File: src/hw/tpw_pkg.sv
package tpw_pkg;
  // Register byte offsets
  localparam logic [7:0] OFS_CTL0 = 8'h00;
  localparam logic [7:0] OFS_CTL1 = 8'h04;
  localparam logic [7:0] OFS_OPT0 = 8'h08;
  localparam logic [7:0] OFS_IOC  = 8'h0C;
  localparam logic [7:0] OFS_CCR0 = 8'h10;
  localparam logic [7:0] OFS_CCR1 = 8'h14;
  localparam logic [7:0] OFS_CNT  = 8'h18;
  localparam logic [7:0] OFS_STAT = 8'h1C;
  localparam logic [7:0] OFS_MASK = 8'h20;

  // Field positions
  localparam int CE_POS   = 7;
  localparam int OVF_POS  = 0;
  localparam int ROLE_LSB = 4;

  // Mode codes and capture edge bits
  localparam logic [2:0] MODE_PWM  = 3'h4;
  localparam logic [2:0] MODE_FREE = 3'h5;
  localparam int EDGE_RISE = 0;
  localparam int EDGE_FALL = 1;

  // Counter limits
  localparam logic [15:0] CNT_MAX  = 16'hFFFF;
  localparam logic [15:0] CNT_ZERO = 16'h0000;
  localparam logic [15:0] CNT_ONE  = 16'h0001;

  // Reset values
  localparam logic       RST_CE   = 1'h0;
  localparam logic [2:0] RST_MODE = 3'h0;
  localparam logic [1:0] RST_ROLE = 2'h0;
  localparam logic [3:0] RST_EDGE = 4'h0;
  localparam logic [15:0] RST_CCR = 16'h0000;
  localparam logic [2:0] RST_MASK = 3'h0;

  // Interrupt events, also the status and mask layout
  typedef struct packed {
    logic ovf;
    logic m1;
    logic m0;
  } tpw_evt_t;

  // Run state of the channel
  typedef enum logic [2:0] {
    ST_IDLE = 3'b001,
    ST_PWM  = 3'b010,
    ST_FREE = 3'b100
  } tpw_state_t;
endpackage : tpw_pkg

File: src/hw/tpw_timer.sv
// Local design decisions: register access over APB and the register addresses.
`timescale 1ns/1ps
// Operation
// - Mode field value 100 selects PWM output operation.
// - PWM period is compare 0 plus one clocks, width compare 1 clocks.
// - Compare 1 of zero keeps PWM output always inactive.
// - Compare 1 zero still gives one compare-1 interrupt every period.
// - Compare 1 equal to compare 0 plus one keeps output always active.
// - Compare 0 at FFFFH makes full duty impossible.
// - Outside PWM, compare-1 interrupt comes one count after the equality.
// - In PWM, compare-1 interrupt comes with the output edge, one earlier.
// - Mode 101 selects free-running; counting starts on count enable set.
// - Each capture/compare register has its own role select bit.
// - Free-running start inverts both timer outputs.
// - Compare value D gives interrupt and output toggle at count D plus one.
// - After FFFFH the counter wraps, raising overflow interrupt and flag.
// - Overflow flag stays set until software clears it by a write.
// - Free-running compare uses a rewritten value at once, unbuffered.
// - Capture edge stores the counter and raises the channel interrupt.
// - Counter read register returns the present counter value.
module tpw_timer (
  input  wire logic        mclk_i,
  input  wire logic        rst_i,
  input  wire logic        psel_i,
  input  wire logic        penable_i,
  input  wire logic        pwrite_i,
  input  wire logic [7:0]  paddr_i,
  input  wire logic [31:0] pwdata_i,
  output logic      [31:0] prdata_o,
  output logic             pready_o,
  output logic             pslverr_o,
  input  wire logic        capture_in_0_i,
  input  wire logic        capture_in_1_i,
  output logic             timer_out_0_o,
  output logic             timer_out_1_o,
  output logic             match0_irq_o,
  output logic             match1_irq_o,
  output logic             overflow_irq_o,
  output logic             irq_o
);
  logic                 ce_q;
  logic [2:0]           mode_q;
  logic [1:0]           role_q;
  logic [3:0]           edge_q;
  logic                 ovf_q;
  logic [2:0]           mask_q;
  logic [15:0]          ccr_q [2];
  logic [15:0]          buf_q [2];
  logic [15:0]          beff  [2];
  logic                 pend_q;
  logic [15:0]          cnt_q;
  logic [15:0]          cnt_d;
  tpw_pkg::tpw_state_t  st_q;
  tpw_pkg::tpw_evt_t    ev_d;
  tpw_pkg::tpw_evt_t    ev_q;
  tpw_pkg::tpw_evt_t    stat_q;
  logic [2:0]           clr;
  logic [1:0]           out_q;
  logic [31:0]          prdata_q;
  logic [1:0]           cap_pin;
  logic [1:0]           cmp;
  logic [1:0]           cap;
  logic                 wr_en;
  logic                 rd_acc;
  logic                 rd_set;
  logic                 start;
  logic                 stop;
  logic                 start_pwm;
  logic                 start_fr;
  logic                 pwm;
  logic                 fr;
  logic                 pwm_act;
  logic                 wrap_pwm;
  logic                 ld_buf;

  // Write strobe for one register
  function automatic logic wsel(input logic [7:0] ofs);
    return wr_en && (paddr_i == ofs);
  endfunction : wsel

  // Mapped address check
  function automatic logic hit(input logic [7:0] a);
    case (a)
      tpw_pkg::OFS_CTL0, tpw_pkg::OFS_CTL1, tpw_pkg::OFS_OPT0,
      tpw_pkg::OFS_IOC, tpw_pkg::OFS_CCR0, tpw_pkg::OFS_CCR1,
      tpw_pkg::OFS_CNT, tpw_pkg::OFS_STAT, tpw_pkg::OFS_MASK: return 1'b1;
      default: return 1'b0;
    endcase
  endfunction : hit

  // Bus phase decode
  assign wr_en     = psel_i & penable_i & pwrite_i;
  assign rd_acc    = psel_i & penable_i & ~pwrite_i;
  assign rd_set    = psel_i & ~penable_i & ~pwrite_i;
  assign pready_o  = 1'b1;
  assign pslverr_o = psel_i & penable_i & ~hit(paddr_i);
  assign prdata_o  = prdata_q;

  // Start and stop of counting
  assign start     = wsel(tpw_pkg::OFS_CTL0) & pwdata_i[tpw_pkg::CE_POS]
                     & ~ce_q;
  assign stop      = wsel(tpw_pkg::OFS_CTL0) & ~pwdata_i[tpw_pkg::CE_POS];
  assign start_pwm = start & (mode_q == tpw_pkg::MODE_PWM);
  assign start_fr  = start & (mode_q == tpw_pkg::MODE_FREE);
  assign pwm       = (st_q == tpw_pkg::ST_PWM);
  assign fr        = (st_q == tpw_pkg::ST_FREE);
  assign pwm_act   = (pwm & ~stop) | start_pwm;
  assign wrap_pwm  = pwm & (cnt_q == buf_q[0]);
  assign ld_buf    = start_pwm | (wrap_pwm & pend_q);

  // Control registers
  always_ff @(posedge mclk_i) begin
    if (rst_i) begin
      ce_q   <= tpw_pkg::RST_CE;
      mode_q <= tpw_pkg::RST_MODE;
      role_q <= tpw_pkg::RST_ROLE;
      edge_q <= tpw_pkg::RST_EDGE;
      mask_q <= tpw_pkg::RST_MASK;
    end else begin
      if (wsel(tpw_pkg::OFS_CTL0)) ce_q <= pwdata_i[tpw_pkg::CE_POS];
      if (wsel(tpw_pkg::OFS_CTL1)) mode_q <= pwdata_i[2:0];
      if (wsel(tpw_pkg::OFS_OPT0)) begin
        role_q <= pwdata_i[tpw_pkg::ROLE_LSB +: 2];
      end
      if (wsel(tpw_pkg::OFS_IOC)) edge_q <= pwdata_i[3:0];
      if (wsel(tpw_pkg::OFS_MASK)) mask_q <= pwdata_i[2:0];
    end
  end

  // Run state, locked at start
  always_ff @(posedge mclk_i) begin
    if (rst_i) begin
      st_q <= tpw_pkg::ST_IDLE;
    end else if (stop) begin
      st_q <= tpw_pkg::ST_IDLE;
    end else if (start) begin
      case (mode_q)
        tpw_pkg::MODE_PWM:  st_q <= tpw_pkg::ST_PWM;
        tpw_pkg::MODE_FREE: st_q <= tpw_pkg::ST_FREE;
        default:            st_q <= tpw_pkg::ST_IDLE;
      endcase
    end
  end

  // Per channel capture path, compare match and registers
  assign cap_pin = {capture_in_1_i, capture_in_0_i};
  for (genvar i = 0; i < 2; i++) begin : g_ch
    localparam logic [7:0] OFS = (i == 0) ? tpw_pkg::OFS_CCR0
                                          : tpw_pkg::OFS_CCR1;
    logic s1_q;
    logic s2_q;
    logic s3_q;
    logic det;

    // Two-stage synchroniser and previous level
    always_ff @(posedge mclk_i) begin
      if (rst_i) begin
        s1_q <= 1'b0;
        s2_q <= 1'b0;
        s3_q <= 1'b0;
      end else begin
        s1_q <= cap_pin[i];
        s2_q <= s1_q;
        s3_q <= s2_q;
      end
    end

    // Valid edge detection
    assign det = (edge_q[2*i + tpw_pkg::EDGE_RISE] & s2_q & ~s3_q)
               | (edge_q[2*i + tpw_pkg::EDGE_FALL] & ~s2_q & s3_q);
    assign cmp[i] = fr & ~role_q[i] & (cnt_q == ccr_q[i]);
    assign cap[i] = fr & role_q[i] & det;

    // Capture wins over a software write
    always_ff @(posedge mclk_i) begin
      if (rst_i) begin
        ccr_q[i] <= tpw_pkg::RST_CCR;
      end else if (cap[i]) begin
        ccr_q[i] <= cnt_q;
      end else if (wsel(OFS)) begin
        ccr_q[i] <= pwdata_i[15:0];
      end
    end

    // PWM buffer, reloaded at start or at a period end armed by a compare 1 write
    always_ff @(posedge mclk_i) begin
      if (rst_i) begin
        buf_q[i] <= tpw_pkg::RST_CCR;
      end else if (ld_buf) begin
        buf_q[i] <= ccr_q[i];
      end
    end
    assign beff[i] = ld_buf ? ccr_q[i] : buf_q[i];
  end

  // Buffer transfer armed by a compare 1 write
  always_ff @(posedge mclk_i) begin
    if (rst_i) begin
      pend_q <= 1'b0;
    end else if (wsel(tpw_pkg::OFS_CCR1)) begin
      pend_q <= 1'b1;
    end else if (ld_buf | stop) begin
      pend_q <= 1'b0;
    end
  end

  // Next counter value
  always_comb begin
    cnt_d = tpw_pkg::CNT_ZERO;
    if (start | stop) begin
      cnt_d = tpw_pkg::CNT_ZERO;
    end else if (pwm) begin
      cnt_d = wrap_pwm ? tpw_pkg::CNT_ZERO
                       : cnt_q + tpw_pkg::CNT_ONE;
    end else if (fr) begin
      cnt_d = cnt_q + tpw_pkg::CNT_ONE;
    end
  end

  // Counter
  always_ff @(posedge mclk_i) begin
    if (rst_i) begin
      cnt_q <= tpw_pkg::CNT_ZERO;
    end else begin
      cnt_q <= cnt_d;
    end
  end

  // Events for the next cycle
  always_comb begin
    ev_d.ovf = fr & ~stop & (cnt_q == tpw_pkg::CNT_MAX);
    if (pwm) begin
      ev_d.m0 = wrap_pwm & ~stop;
    end else begin
      ev_d.m0 = cmp[0] | cap[0];
    end
    if (pwm_act) begin
      ev_d.m1 = (cnt_d == beff[1]);
    end else begin
      ev_d.m1 = cmp[1] | cap[1];
    end
  end

  // Interrupt pulses
  always_ff @(posedge mclk_i) begin
    if (rst_i) begin
      ev_q <= '0;
    end else begin
      ev_q <= ev_d;
    end
  end
  assign match0_irq_o   = ev_q.m0;
  assign match1_irq_o   = ev_q.m1;
  assign overflow_irq_o = ev_q.ovf;

  // Overflow flag, set beats clear
  always_ff @(posedge mclk_i) begin
    if (rst_i) begin
      ovf_q <= 1'b0;
    end else if (ev_d.ovf) begin
      ovf_q <= 1'b1;
    end else if (wsel(tpw_pkg::OFS_OPT0) & ~pwdata_i[tpw_pkg::OVF_POS]) begin
      ovf_q <= 1'b0;
    end
  end

  // Sticky status, read clears only the bits shown
  assign clr = (rd_acc && paddr_i == tpw_pkg::OFS_STAT) ? prdata_q[2:0]
                                                        : 3'h0;
  always_ff @(posedge mclk_i) begin
    if (rst_i) begin
      stat_q <= '0;
    end else begin
      stat_q <= (stat_q & ~clr) | ev_d;
    end
  end
  assign irq_o = |(stat_q & mask_q);

  // Timer output pins
  always_ff @(posedge mclk_i) begin
    if (rst_i) begin
      out_q <= 2'h0;
    end else if (stop) begin
      out_q <= 2'h0;
    end else if (start_fr) begin
      out_q <= ~out_q;
    end else if (pwm_act) begin
      out_q[1] <= (cnt_d < beff[1]);
      out_q[0] <= out_q[0] ^ (wrap_pwm | start_pwm);
    end else if (fr) begin
      out_q <= out_q ^ cmp;
    end
  end
  assign timer_out_0_o = out_q[0];
  assign timer_out_1_o = out_q[1];

  // Read data latched in the setup phase
  always_ff @(posedge mclk_i) begin
    if (rst_i) begin
      prdata_q <= 32'h0;
    end else if (rd_set) begin
      case (paddr_i)
        tpw_pkg::OFS_CTL0: prdata_q <= {24'h0, ce_q, 7'h0};
        tpw_pkg::OFS_CTL1: prdata_q <= {29'h0, mode_q};
        tpw_pkg::OFS_OPT0: prdata_q <= {26'h0, role_q, 3'h0, ovf_q};
        tpw_pkg::OFS_IOC:  prdata_q <= {28'h0, edge_q};
        tpw_pkg::OFS_CCR0: prdata_q <= {16'h0, ccr_q[0]};
        tpw_pkg::OFS_CCR1: prdata_q <= {16'h0, ccr_q[1]};
        tpw_pkg::OFS_CNT:  prdata_q <= {16'h0, cnt_q};
        tpw_pkg::OFS_STAT: prdata_q <= {29'h0, stat_q};
        tpw_pkg::OFS_MASK: prdata_q <= {29'h0, mask_q};
        default:           prdata_q <= 32'h0;
      endcase
    end
  end

  // Checks
  property p_pwm_enter;
    @(posedge mclk_i) disable iff (rst_i)
    start && mode_q == tpw_pkg::MODE_PWM && !stop |=> pwm;
  endproperty
  a_pwm_enter: assert property (p_pwm_enter)
    else $error("PWM state not entered");
  property p_pwm_period;
    @(posedge mclk_i) disable iff (rst_i)
    wrap_pwm && !stop |=> cnt_q == 16'h0000 && match0_irq_o;
  endproperty
  a_pwm_period: assert property (p_pwm_period)
    else $error("PWM period end wrong");
  property p_zero_duty;
    @(posedge mclk_i) disable iff (rst_i)
    pwm_act && beff[1] == 16'h0000 |=> !timer_out_1_o;
  endproperty
  a_zero_duty: assert property (p_zero_duty)
    else $error("Output active at zero duty");
  property p_zero_irq;
    @(posedge mclk_i) disable iff (rst_i)
    pwm_act && beff[1] == 16'h0000 && cnt_d == 16'h0000
      |=> match1_irq_o && cnt_q == 16'h0000;
  endproperty
  a_zero_irq: assert property (p_zero_irq)
    else $error("No compare 1 interrupt at zero duty");
  property p_full_duty;
    @(posedge mclk_i) disable iff (rst_i)
    pwm_act && beff[0] != 16'hFFFF && beff[1] == beff[0] + 16'h0001
      |=> timer_out_1_o;
  endproperty
  a_full_duty: assert property (p_full_duty)
    else $error("Output inactive at full duty");
  property p_pwm_irq_edge;
    @(posedge mclk_i) disable iff (rst_i)
    pwm && !stop && $past(pwm) && $fell(timer_out_1_o) |-> match1_irq_o;
  endproperty
  a_pwm_irq_edge: assert property (p_pwm_irq_edge)
    else $error("Compare 1 interrupt not with output edge");
  property p_fr_start;
    @(posedge mclk_i) disable iff (rst_i)
    start_fr |=> fr && {timer_out_1_o, timer_out_0_o} == ~$past(out_q);
  endproperty
  a_fr_start: assert property (p_fr_start)
    else $error("Outputs not inverted at start");
  property p_cmp_match;
    @(posedge mclk_i) disable iff (rst_i)
    cmp[1] && !stop |=> match1_irq_o
      && cnt_q == $past(ccr_q[1]) + 16'h0001
      && timer_out_1_o != $past(timer_out_1_o);
  endproperty
  a_cmp_match: assert property (p_cmp_match)
    else $error("Compare match late or missing");
  property p_overflow;
    @(posedge mclk_i) disable iff (rst_i)
    fr && !stop && cnt_q == 16'hFFFF
      |=> overflow_irq_o && ovf_q && cnt_q == 16'h0000 ##1 cnt_q == 16'h0001
          || $past(stop);
  endproperty
  a_overflow: assert property (p_overflow)
    else $error("Overflow handling wrong");
  property p_ovf_hold;
    @(posedge mclk_i) disable iff (rst_i)
    ovf_q && !(wr_en && paddr_i == tpw_pkg::OFS_OPT0
               && !pwdata_i[tpw_pkg::OVF_POS]) |=> ovf_q;
  endproperty
  a_ovf_hold: assert property (p_ovf_hold)
    else $error("Overflow flag lost");
  property p_capture;
    @(posedge mclk_i) disable iff (rst_i)
    cap[0] |=> ccr_q[0] == $past(cnt_q) && match0_irq_o;
  endproperty
  a_capture: assert property (p_capture)
    else $error("Capture value or interrupt wrong");
  property p_cnt_read;
    @(posedge mclk_i) disable iff (rst_i)
    rd_set && paddr_i == tpw_pkg::OFS_CNT |=> prdata_o[15:0] == $past(cnt_q);
  endproperty
  a_cnt_read: assert property (p_cnt_read)
    else $error("Counter read mismatch");
endmodule : tpw_timer
File: config.mk
export PLATFORM = sky130hd
export DESIGN_NAME = tpw_timer
export DESIGN_NICKNAME = d
export VERILOG_FILES = /design/src/hw/tpw_pkg.sv /design/src/hw/tpw_timer.sv
export SDC_FILE = /design/constraint.sdc
export NUM_CORES = 1
export LEC_CHECK = 0
export ABC_CLOCK_PERIOD_IN_PS = 4500
export BUFFER_PORTS_ARGS = -buffer_cell sky130_fd_sc_hd__buf_2
export CAP_MARGIN = 15
export CORE_MARGIN = 1
export CORE_UTILIZATION = 59
export DETAILED_ROUTE_END_ITERATION = 8
export GPL_TIMING_DRIVEN = 0
export MAX_ROUTING_LAYER = met4
export PLACE_DENSITY = 0.81
export SLEW_MARGIN = 10
export SYNTH_ARGS = -nofsm -noshare
export SYNTH_HDL_FRONTEND = slang
export SYNTH_SLANG_ARGS = --single-unit
export TNS_END_PERCENT = 30
File: constraint.sdc
create_clock -name mclk_i -period 4.5 [get_ports mclk_i]
set_input_delay 0.225 -clock mclk_i [delete_from_list [all_inputs] [get_ports mclk_i]]
set_output_delay 0.225 -clock mclk_i [all_outputs]
set_load 0.02 [all_outputs]
Word level (Yosys, flattened, before mapping)
Memory sizes are Yosys's and may differ from the RTL's.
Index checks and enable logic that the tools add are counted.
- add/sub/neg operators: 1
- multipliers: 0
- div/mod/pow operators: 0
- $lt $le $gt $ge: 1
- equality and inequality tests: 17
- shift-type cells: 0
- muxes and demuxes: 43
- bitwise logic cells: 69
- reduce and logical (&&, ||, !) cells: 15
- operators with widths (kind ; count):
    two-way mux 16 bit ; 11
    one-hot mux 16 bit (9 select lines) ; 1
    == test 16 bit ; 4
    AND 1 bit ; 34
    == test 8 x 5 -> 1 bit, second input constant ; 4
    two-way mux 1 bit ; 26
    adder 16 x 1 -> 16 bit, second input constant ; 1
    == test 16 bit, second input constant ; 1
    == test 8 x 4 -> 1 bit, second input constant ; 2
    less-than comparator 16 bit ; 1
    bitwise OR 1 bit ; 15
    inverter 1 bit ; 13
    == test 3 bit, second input constant ; 3
    OR reduction 9 bit ; 1
    == test 8 x 3 -> 1 bit, second input constant ; 1
    == test 8 x 6 -> 1 bit, second input constant ; 1
    logical AND 1 bit ; 8
    zero test 8 bit ; 1
    AND 3 bit ; 2
    two-way mux 2 bit ; 3
    one-hot mux 3 bit (2 select lines) ; 1
    nonzero test 2 bit ; 2
    == test 3 x 2 -> 1 bit, second input constant ; 1
    two-way mux 3 bit ; 1
    other kinds (8) ; 8
- register bits: 80
- bits in latches: 0
- bits in writable memories: 64
- bits in read-only memories: 0
- input bits: 47
- output and inout port bits: 40
- memories kept: 2
- memory list (memory ; words ; width ; rd ports ; clocked after Yosys merged registers in ; write ports ; line ; text):
    buf_q ; 2 ; 16 ; 2 ; 0 ; 2 ; tpw_timer.sv:48 ; logic [15:0] buf_q [2];
    ccr_q ; 2 ; 16 ; 2 ; 0 ; 2 ; tpw_timer.sv:47 ; logic [15:0] ccr_q [2];

Depth between registers and ports, before layout
- depth in word-level cells: 11
- depth in mapped cells: 15

Least setup slack after synthesis
No wires, ideal clock.
- path kind: flip-flop to flip-flop
- start: register cnt_q[8]
- end: register stat_q[1] in the netlist's numbering
- library setup time: 0.071 ns
- arrival: 3.244 ns
- required time: 4.429 ns
- setup slack: 1.185 ns
- stages on the path, launching flop included: 14
- period minus slack after synthesis: 3.315 ns
- cell sequence: dfxtp_1 clkbuf_1 xor2_1 nor4_1 nand4_1 o31ai_4 buf_4 mux2i_1 ha_1 nand4_1 or4_1 a21oi_1 a31oi_1 a21oi_1
- cells in the longest elaborated chain, start to end: 8
- elaborated cells between the ends (all ways): 16
- those cells by class: 1 x add/sub; 3 x eq/ne; 6 x mux; 6 x bitwise
- RTL lines (item ; line ; text):
    start, declared ; tpw_timer.sv:51 ; logic [15:0] cnt_q;
    start signal, assigned ; tpw_timer.sv:223 ; cnt_q <= tpw_pkg::CNT_ZERO;
    start signal, assigned ; tpw_timer.sv:225 ; cnt_q <= cnt_d;
    branches (longest 6 deep; another with adder 16 x 1 -> 16 bit) ; -- ;
    two-way mux 1 bit (*) ; tpw_timer.sv:237 ; if (pwm_act) begin
    bitwise OR 3 bit (*) ; tpw_timer.sv:274 ; stat_q <= (stat_q & ~clr) | ev_d;
    end signal, assigned ; tpw_timer.sv:274 ;
    end, declared ; tpw_timer.sv:56 ; tpw_pkg::tpw_evt_t stat_q;
Every way passes the cells marked *.
A chain may end at the register's enable or synchronous reset.

Worst setup path in the final report
- start: register cnt_q[14]
- end: register stat_q[1] in the netlist's numbering
- cells in the longest elaborated chain, start to end: 8
- elaborated cells between the ends (all ways): 16
- those cells by class: 1 x add/sub; 3 x eq/ne; 6 x mux; 6 x bitwise
- RTL lines (item ; line ; text):
    == test 16 bit ; tpw_timer.sv:108 ; assign wrap_pwm = pwm & (cnt_q == buf_q[0]);
    AND 1 bit ; tpw_timer.sv:108 ;
    two-way mux 16 bit ; tpw_timer.sv:213 ; cnt_d = wrap_pwm ? tpw_pkg::CNT_ZERO
    two-way mux 16 bit ; tpw_timer.sv:212 ; end else if (pwm) begin
    two-way mux 16 bit ; tpw_timer.sv:210 ; if (start | stop) begin
    named net cnt_d[13] ; tpw_timer.sv:52 ; logic [15:0] cnt_d;
    == test 16 bit ; tpw_timer.sv:238 ; ev_d.m1 = (cnt_d == beff[1]);
    two-way mux 1 bit ; tpw_timer.sv:237 ;
    bitwise OR 3 bit ; tpw_timer.sv:274 ;
The timed path passes the listed nets, and every way through them passes these cells.

==> summary.md <==
| Metric | Value |
|---|---|
| Max incr delay on CP | `about 590 ps` |
| Vertical extent of the die | `111 um` |
| Most used DFF post-synth | `sky130_fd_sc_hd__edfxtp_1` |
| Crit-path slowest cell | `sky130_fd_sc_hd__or4_1` |
| Nets@finish | `about 900` |
| Final critical delay including setup and external delays | `4050 ps` |
| Cells along the critical path | `clkbuf_1 > xor2_1 > nor4_1 > nand4_1 > buf_4 > o21ai_2 > clkbuf_1 > nor2_1 > ha_1 > nand4_1 > or4_1 > a21oi_1 > a31oi_1 > a21oi_1` |
| Unrepaired setup endpoints after global routing | `false` |
| Run status | `finished, violations left` |
| Gate count after technology mapping | `about 700` |
| CTS buffer count | `17` |
| Root buffer cell | `sky130_fd_sc_hd__clkbuf_16` |
| Cell area after technology mapping | `7010 um2` |
| Hold path depth | `2` |
| Number of input and output port buffers inserted | `53` |
| Number of antenna violations at the first check in global routing | `0` |
| Peak fanout along the critical path | `10` |
| Via count of the first global-routing pass | `5,740` |
| Reg power frac | `45.3%` |
| Final Setup Violations | `0` |
| ANT nets after route | `0` |
| Clock transition time at the flip-flop clock pins of the worst setup and hold paths | `roughly 60 ps` |
| Critical path type | `flop to flop` |
| Total number of H-tree levels | `4` |
| Top achievable clock speed | `0.247 GHz` |
| X dimension of the die | `111 um` |
| Final Slew Violations | `0` |
| Leakage power of the design | `0.00312 uW` |
| Total routed wirelength | `19,700 um` |
| I/O Pins | `87` |
| Reg2reg end | `stat_q[1]` |
| Reg2reg setup slack | `450 ps` |
| Crit path capture type | `flop` |
| Critical path arrival | `4390 ps` |
| Clock share of power | `approximately 49%` |
| Number of buffers on the longest clock path | `2` |
| Number of distinct library cell variants in the gate-level netlist after synthesis | `64` |
| Min-Delay Startpoint | `capture_in_0_i` |
| WP data required | `4840 ps` |
| Post-CTS Hold Fix Bufs | `0` |
| Critical path startpoint | `cnt_q[14]` |
| Routed length per instance | `20.4 um` |
| Worst VDD drop | `0.345 mV` |
| Power per standard cell area | `350 nW/um2` |
| Most common cell after layout, fill and taps aside | `sky130_fd_sc_hd__nor2_1` |
| Most frequent cells in the layout | `96 x sky130_fd_sc_hd__nor2_1, 64 x sky130_fd_sc_hd__edfxtp_1, 64 x sky130_fd_sc_hd__dfxtp_1, 59 x sky130_fd_sc_hd__buf_2, 50 x sky130_fd_sc_hd__xor2_1` |
| First-pass DRT Iterations | `7` |
| Global-route usage over all layers | `34.1%` |
| Launching element type of the critical path | `flop` |
| Detail-routed via count per cell | `6.19` |
| Residual overflow from global routing | `0` |
| Slew of the pin with the lowest slew margin | `997 ps` |
| Layout area overhead | `16.0%` |
| Largest net degree at the start of global routing | `33` |
| Clk_lat worst skew | `430 ps` |
| Number of DRC violations after detailed-routing iteration 0 | `roughly 570` |
| Worst-case headroom to the max-slew limit | `32.9%` |
| Floorplan die area | `12,300 um2` |
| Number of warnings issued by yosys | `0` |
| CTS Sinks | `128` |
| Post-route cell area | `between 8000 and 9000 um2` |
| Number of enable-type register cells in the synthesized netlist | `64` |
| Average cell area after synthesis | `9.73 um2` |
| Worst hold path class | `input pin to flop` |
| Hpwl dp | `14,700 um` |
| GP Congestion | `0.946` |
| Final Hold Fails | `0` |
| Seq cells post-synth | `128` |
| Crit share post-route | `89.9%` |
| Violations in the final reports | `design-rule violations` |
| Core Region | `11,500 um2` |
| Share of total power in combinational logic | `5.9%` |
| Cell-internal power | `2190 uW` |
| TritonCTS clock tree | `yes` |
| Worst clock skew | `8.65 ps` |
| Hold Path Sink | `g_ch[0].s1_q` |
| Routed via count | `5,983` |
| Switch share | `between 20% and 30%` |
| Antenna cells | `0` |
| Net switching power figure | `652 uW` |
| Number of violations of the max-capacitance limit | `0` |
| Global-route wire length before repair | `around 31,000 um` |
| Post-synth ARST share | `0%` |
| Placement row count | `39` |
| Share of synthesized area occupied by flip-flops and latches | `45.7%` |
| Initial Utilization | `60.9%` |
| Source of the worst register-to-register timing path | `cnt_q[14]` |
| Layout cells sized above 1 | `15.3%` |
| Placement-stage cell area | `7510 um2` |
| Setup total negative slack | `0 ps` |
| DRC violations left | `8` |
| R2R cell count | `14` |
timing repair:
action,CTS,global route
hold endpoints to repair,0,0
buffers inserted,2,1
pin swaps,1,1
resized for setup,0,3
setup endpoints to repair,1,3
metrics by stage:
stage / utilization [%] / hold WS [ps] / power, uW / std cells / worst slack, ps
2_1_floorplan: - / 353 / 1400 / 736 / 1190
3_3_place_gp: 65.2 / 427 / 1470 / 932 / 78.5
3_5_place_dp: 65.2 / 436 / 1480 / 932 / 14.2
4_1_cts: 70.5 / 14.9 / 2840 / 966 / 41.2
5_1_grt: 70.6 / 17.0 / 2910 / 967 / 262
6_report: 70.6 / 16.5 / 2840 / 967 / 453
metal layers:
| metal | wire, um | vias to the layer above | track usage, % | share of wire, % |
|---|---|---|---|---|
| met2 | 9130 | 307 | 52.5 | 46 |
| met3 | 1630 | 50 | 7.98 | 8.3 |
| met5 | 0 | - | - | 0 |
| met4 | 684 | 0 | 14.5 | 3.5 |
| li1 | - | 2760 | - | - |
| met1 | 8250 | 2866 | 43.3 | 42 |
kinds of logic after synthesis:
logic type               synth area share (%)
flip-flops                               45.7
AND/OR/NAND/NOR                          20.7
multiplexers                             4.05
other                                   0.107
XOR/XNOR                                 7.87
adder cells (fa/ha/maj)                  3.03
buffers and inverters                    5.28
AO/OA/AOI/OAI                            13.3
cells in the mapped netlist, types with 4 or more instances:
| library cell | n | area [um2] |
|---|---|---|
| sky130_fd_sc_hd__xnor2_1 | 13 | 114 |
| sky130_fd_sc_hd__nor2b_1 | 19 | 119 |
| sky130_fd_sc_hd__edfxtp_1 | 64 | 1920 |
| sky130_fd_sc_hd__buf_2 | 5 | 25.0 |
| sky130_fd_sc_hd__nand2_1 | 35 | 131 |
| sky130_fd_sc_hd__a211oi_1 | 4 | 30.0 |
| sky130_fd_sc_hd__o21ai_0 | 14 | 70.1 |
| sky130_fd_sc_hd__a31oi_1 | 4 | 25.0 |
| sky130_fd_sc_hd__nand3b_1 | 5 | 37.5 |
| sky130_fd_sc_hd__a311oi_1 | 11 | 96.3 |
| sky130_fd_sc_hd__mux2i_1 | 25 | 250 |
| sky130_fd_sc_hd__ha_1 | 17 | 213 |
| sky130_fd_sc_hd__buf_4 | 21 | 158 |
| sky130_fd_sc_hd__and3_1 | 12 | 75.1 |
| sky130_fd_sc_hd__xor2_1 | 50 | 438 |
| sky130_fd_sc_hd__dfxtp_1 | 64 | 1280 |
| sky130_fd_sc_hd__a22oi_1 | 32 | 240 |
| sky130_fd_sc_hd__nand4_1 | 11 | 68.8 |
| sky130_fd_sc_hd__nor3_1 | 14 | 70.1 |
| sky130_fd_sc_hd__inv_1 | 5 | 18.8 |
| sky130_fd_sc_hd__and2_1 | 33 | 206 |
| sky130_fd_sc_hd__nor3b_1 | 4 | 30.0 |
| sky130_fd_sc_hd__nor4_1 | 13 | 81.3 |
| sky130_fd_sc_hd__a22o_1 | 17 | 149 |
| sky130_fd_sc_hd__nand3_1 | 18 | 90.1 |
| sky130_fd_sc_hd__clkbuf_1 | 43 | 161 |
| sky130_fd_sc_hd__or2_2 | 4 | 25.0 |
| sky130_fd_sc_hd__nor2_1 | 96 | 360 |
| sky130_fd_sc_hd__a21oi_1 | 20 | 100 |
worst max-delay path by stage:
stage | to | slack, ps | cells past startpoint
detailed placement | stat_q[1] | 10 | 13
global route | stat_q[1] | 260 | 14
finish | stat_q[1] | 450 | 14
floorplan | stat_q[1] | 1190 | 13
CTS | stat_q[1] | 40 | 13
global placement | stat_q[1] | 80 | 13
critical path: cells and delay by family, from the launching register on:
family / cells / cell delay (ps)
adder cells (fa/ha/maj): 1 / 310
buffers and inverters: 3 / 1070
AO/OA/AOI/OAI: 4 / 690
XOR/XNOR: 1 / 130
flip-flops: 1 / 330
AND/OR/NAND/NOR: 5 / 1440
power groups by stage:
stage / combinational, uW / clock, uW / sequential [uW]
floorplan: 98.0 / 0 / 1310
global placement: 162 / 0 / 1310
detailed placement: 166 / 0 / 1310
CTS: 166 / 1380 / 1290
global route: 180 / 1440 / 1290
finish: 169 / 1390 / 1290
registers in the layout (all words and copies together), names as in the netlist, 4 cells and up:
register and cells:
buf_q 32, ccr_q 32, cnt_q 16, edge_q 4, prdata_o 16
layout make-up:
type | count | area (um2)
flip-flops and latches | 128 | 3200
plain buffers | 70 | 349
inverters | 5 | 18.8
multi-input cells | 532 | 3500
repair buffers | 57 | 293
well taps | 143 | 179
clock inverters | 12 | 143
fillers | 871 | 3380
clock buffers | 20 | 447
No activity file was read; power rests on OpenSTA's default activity.
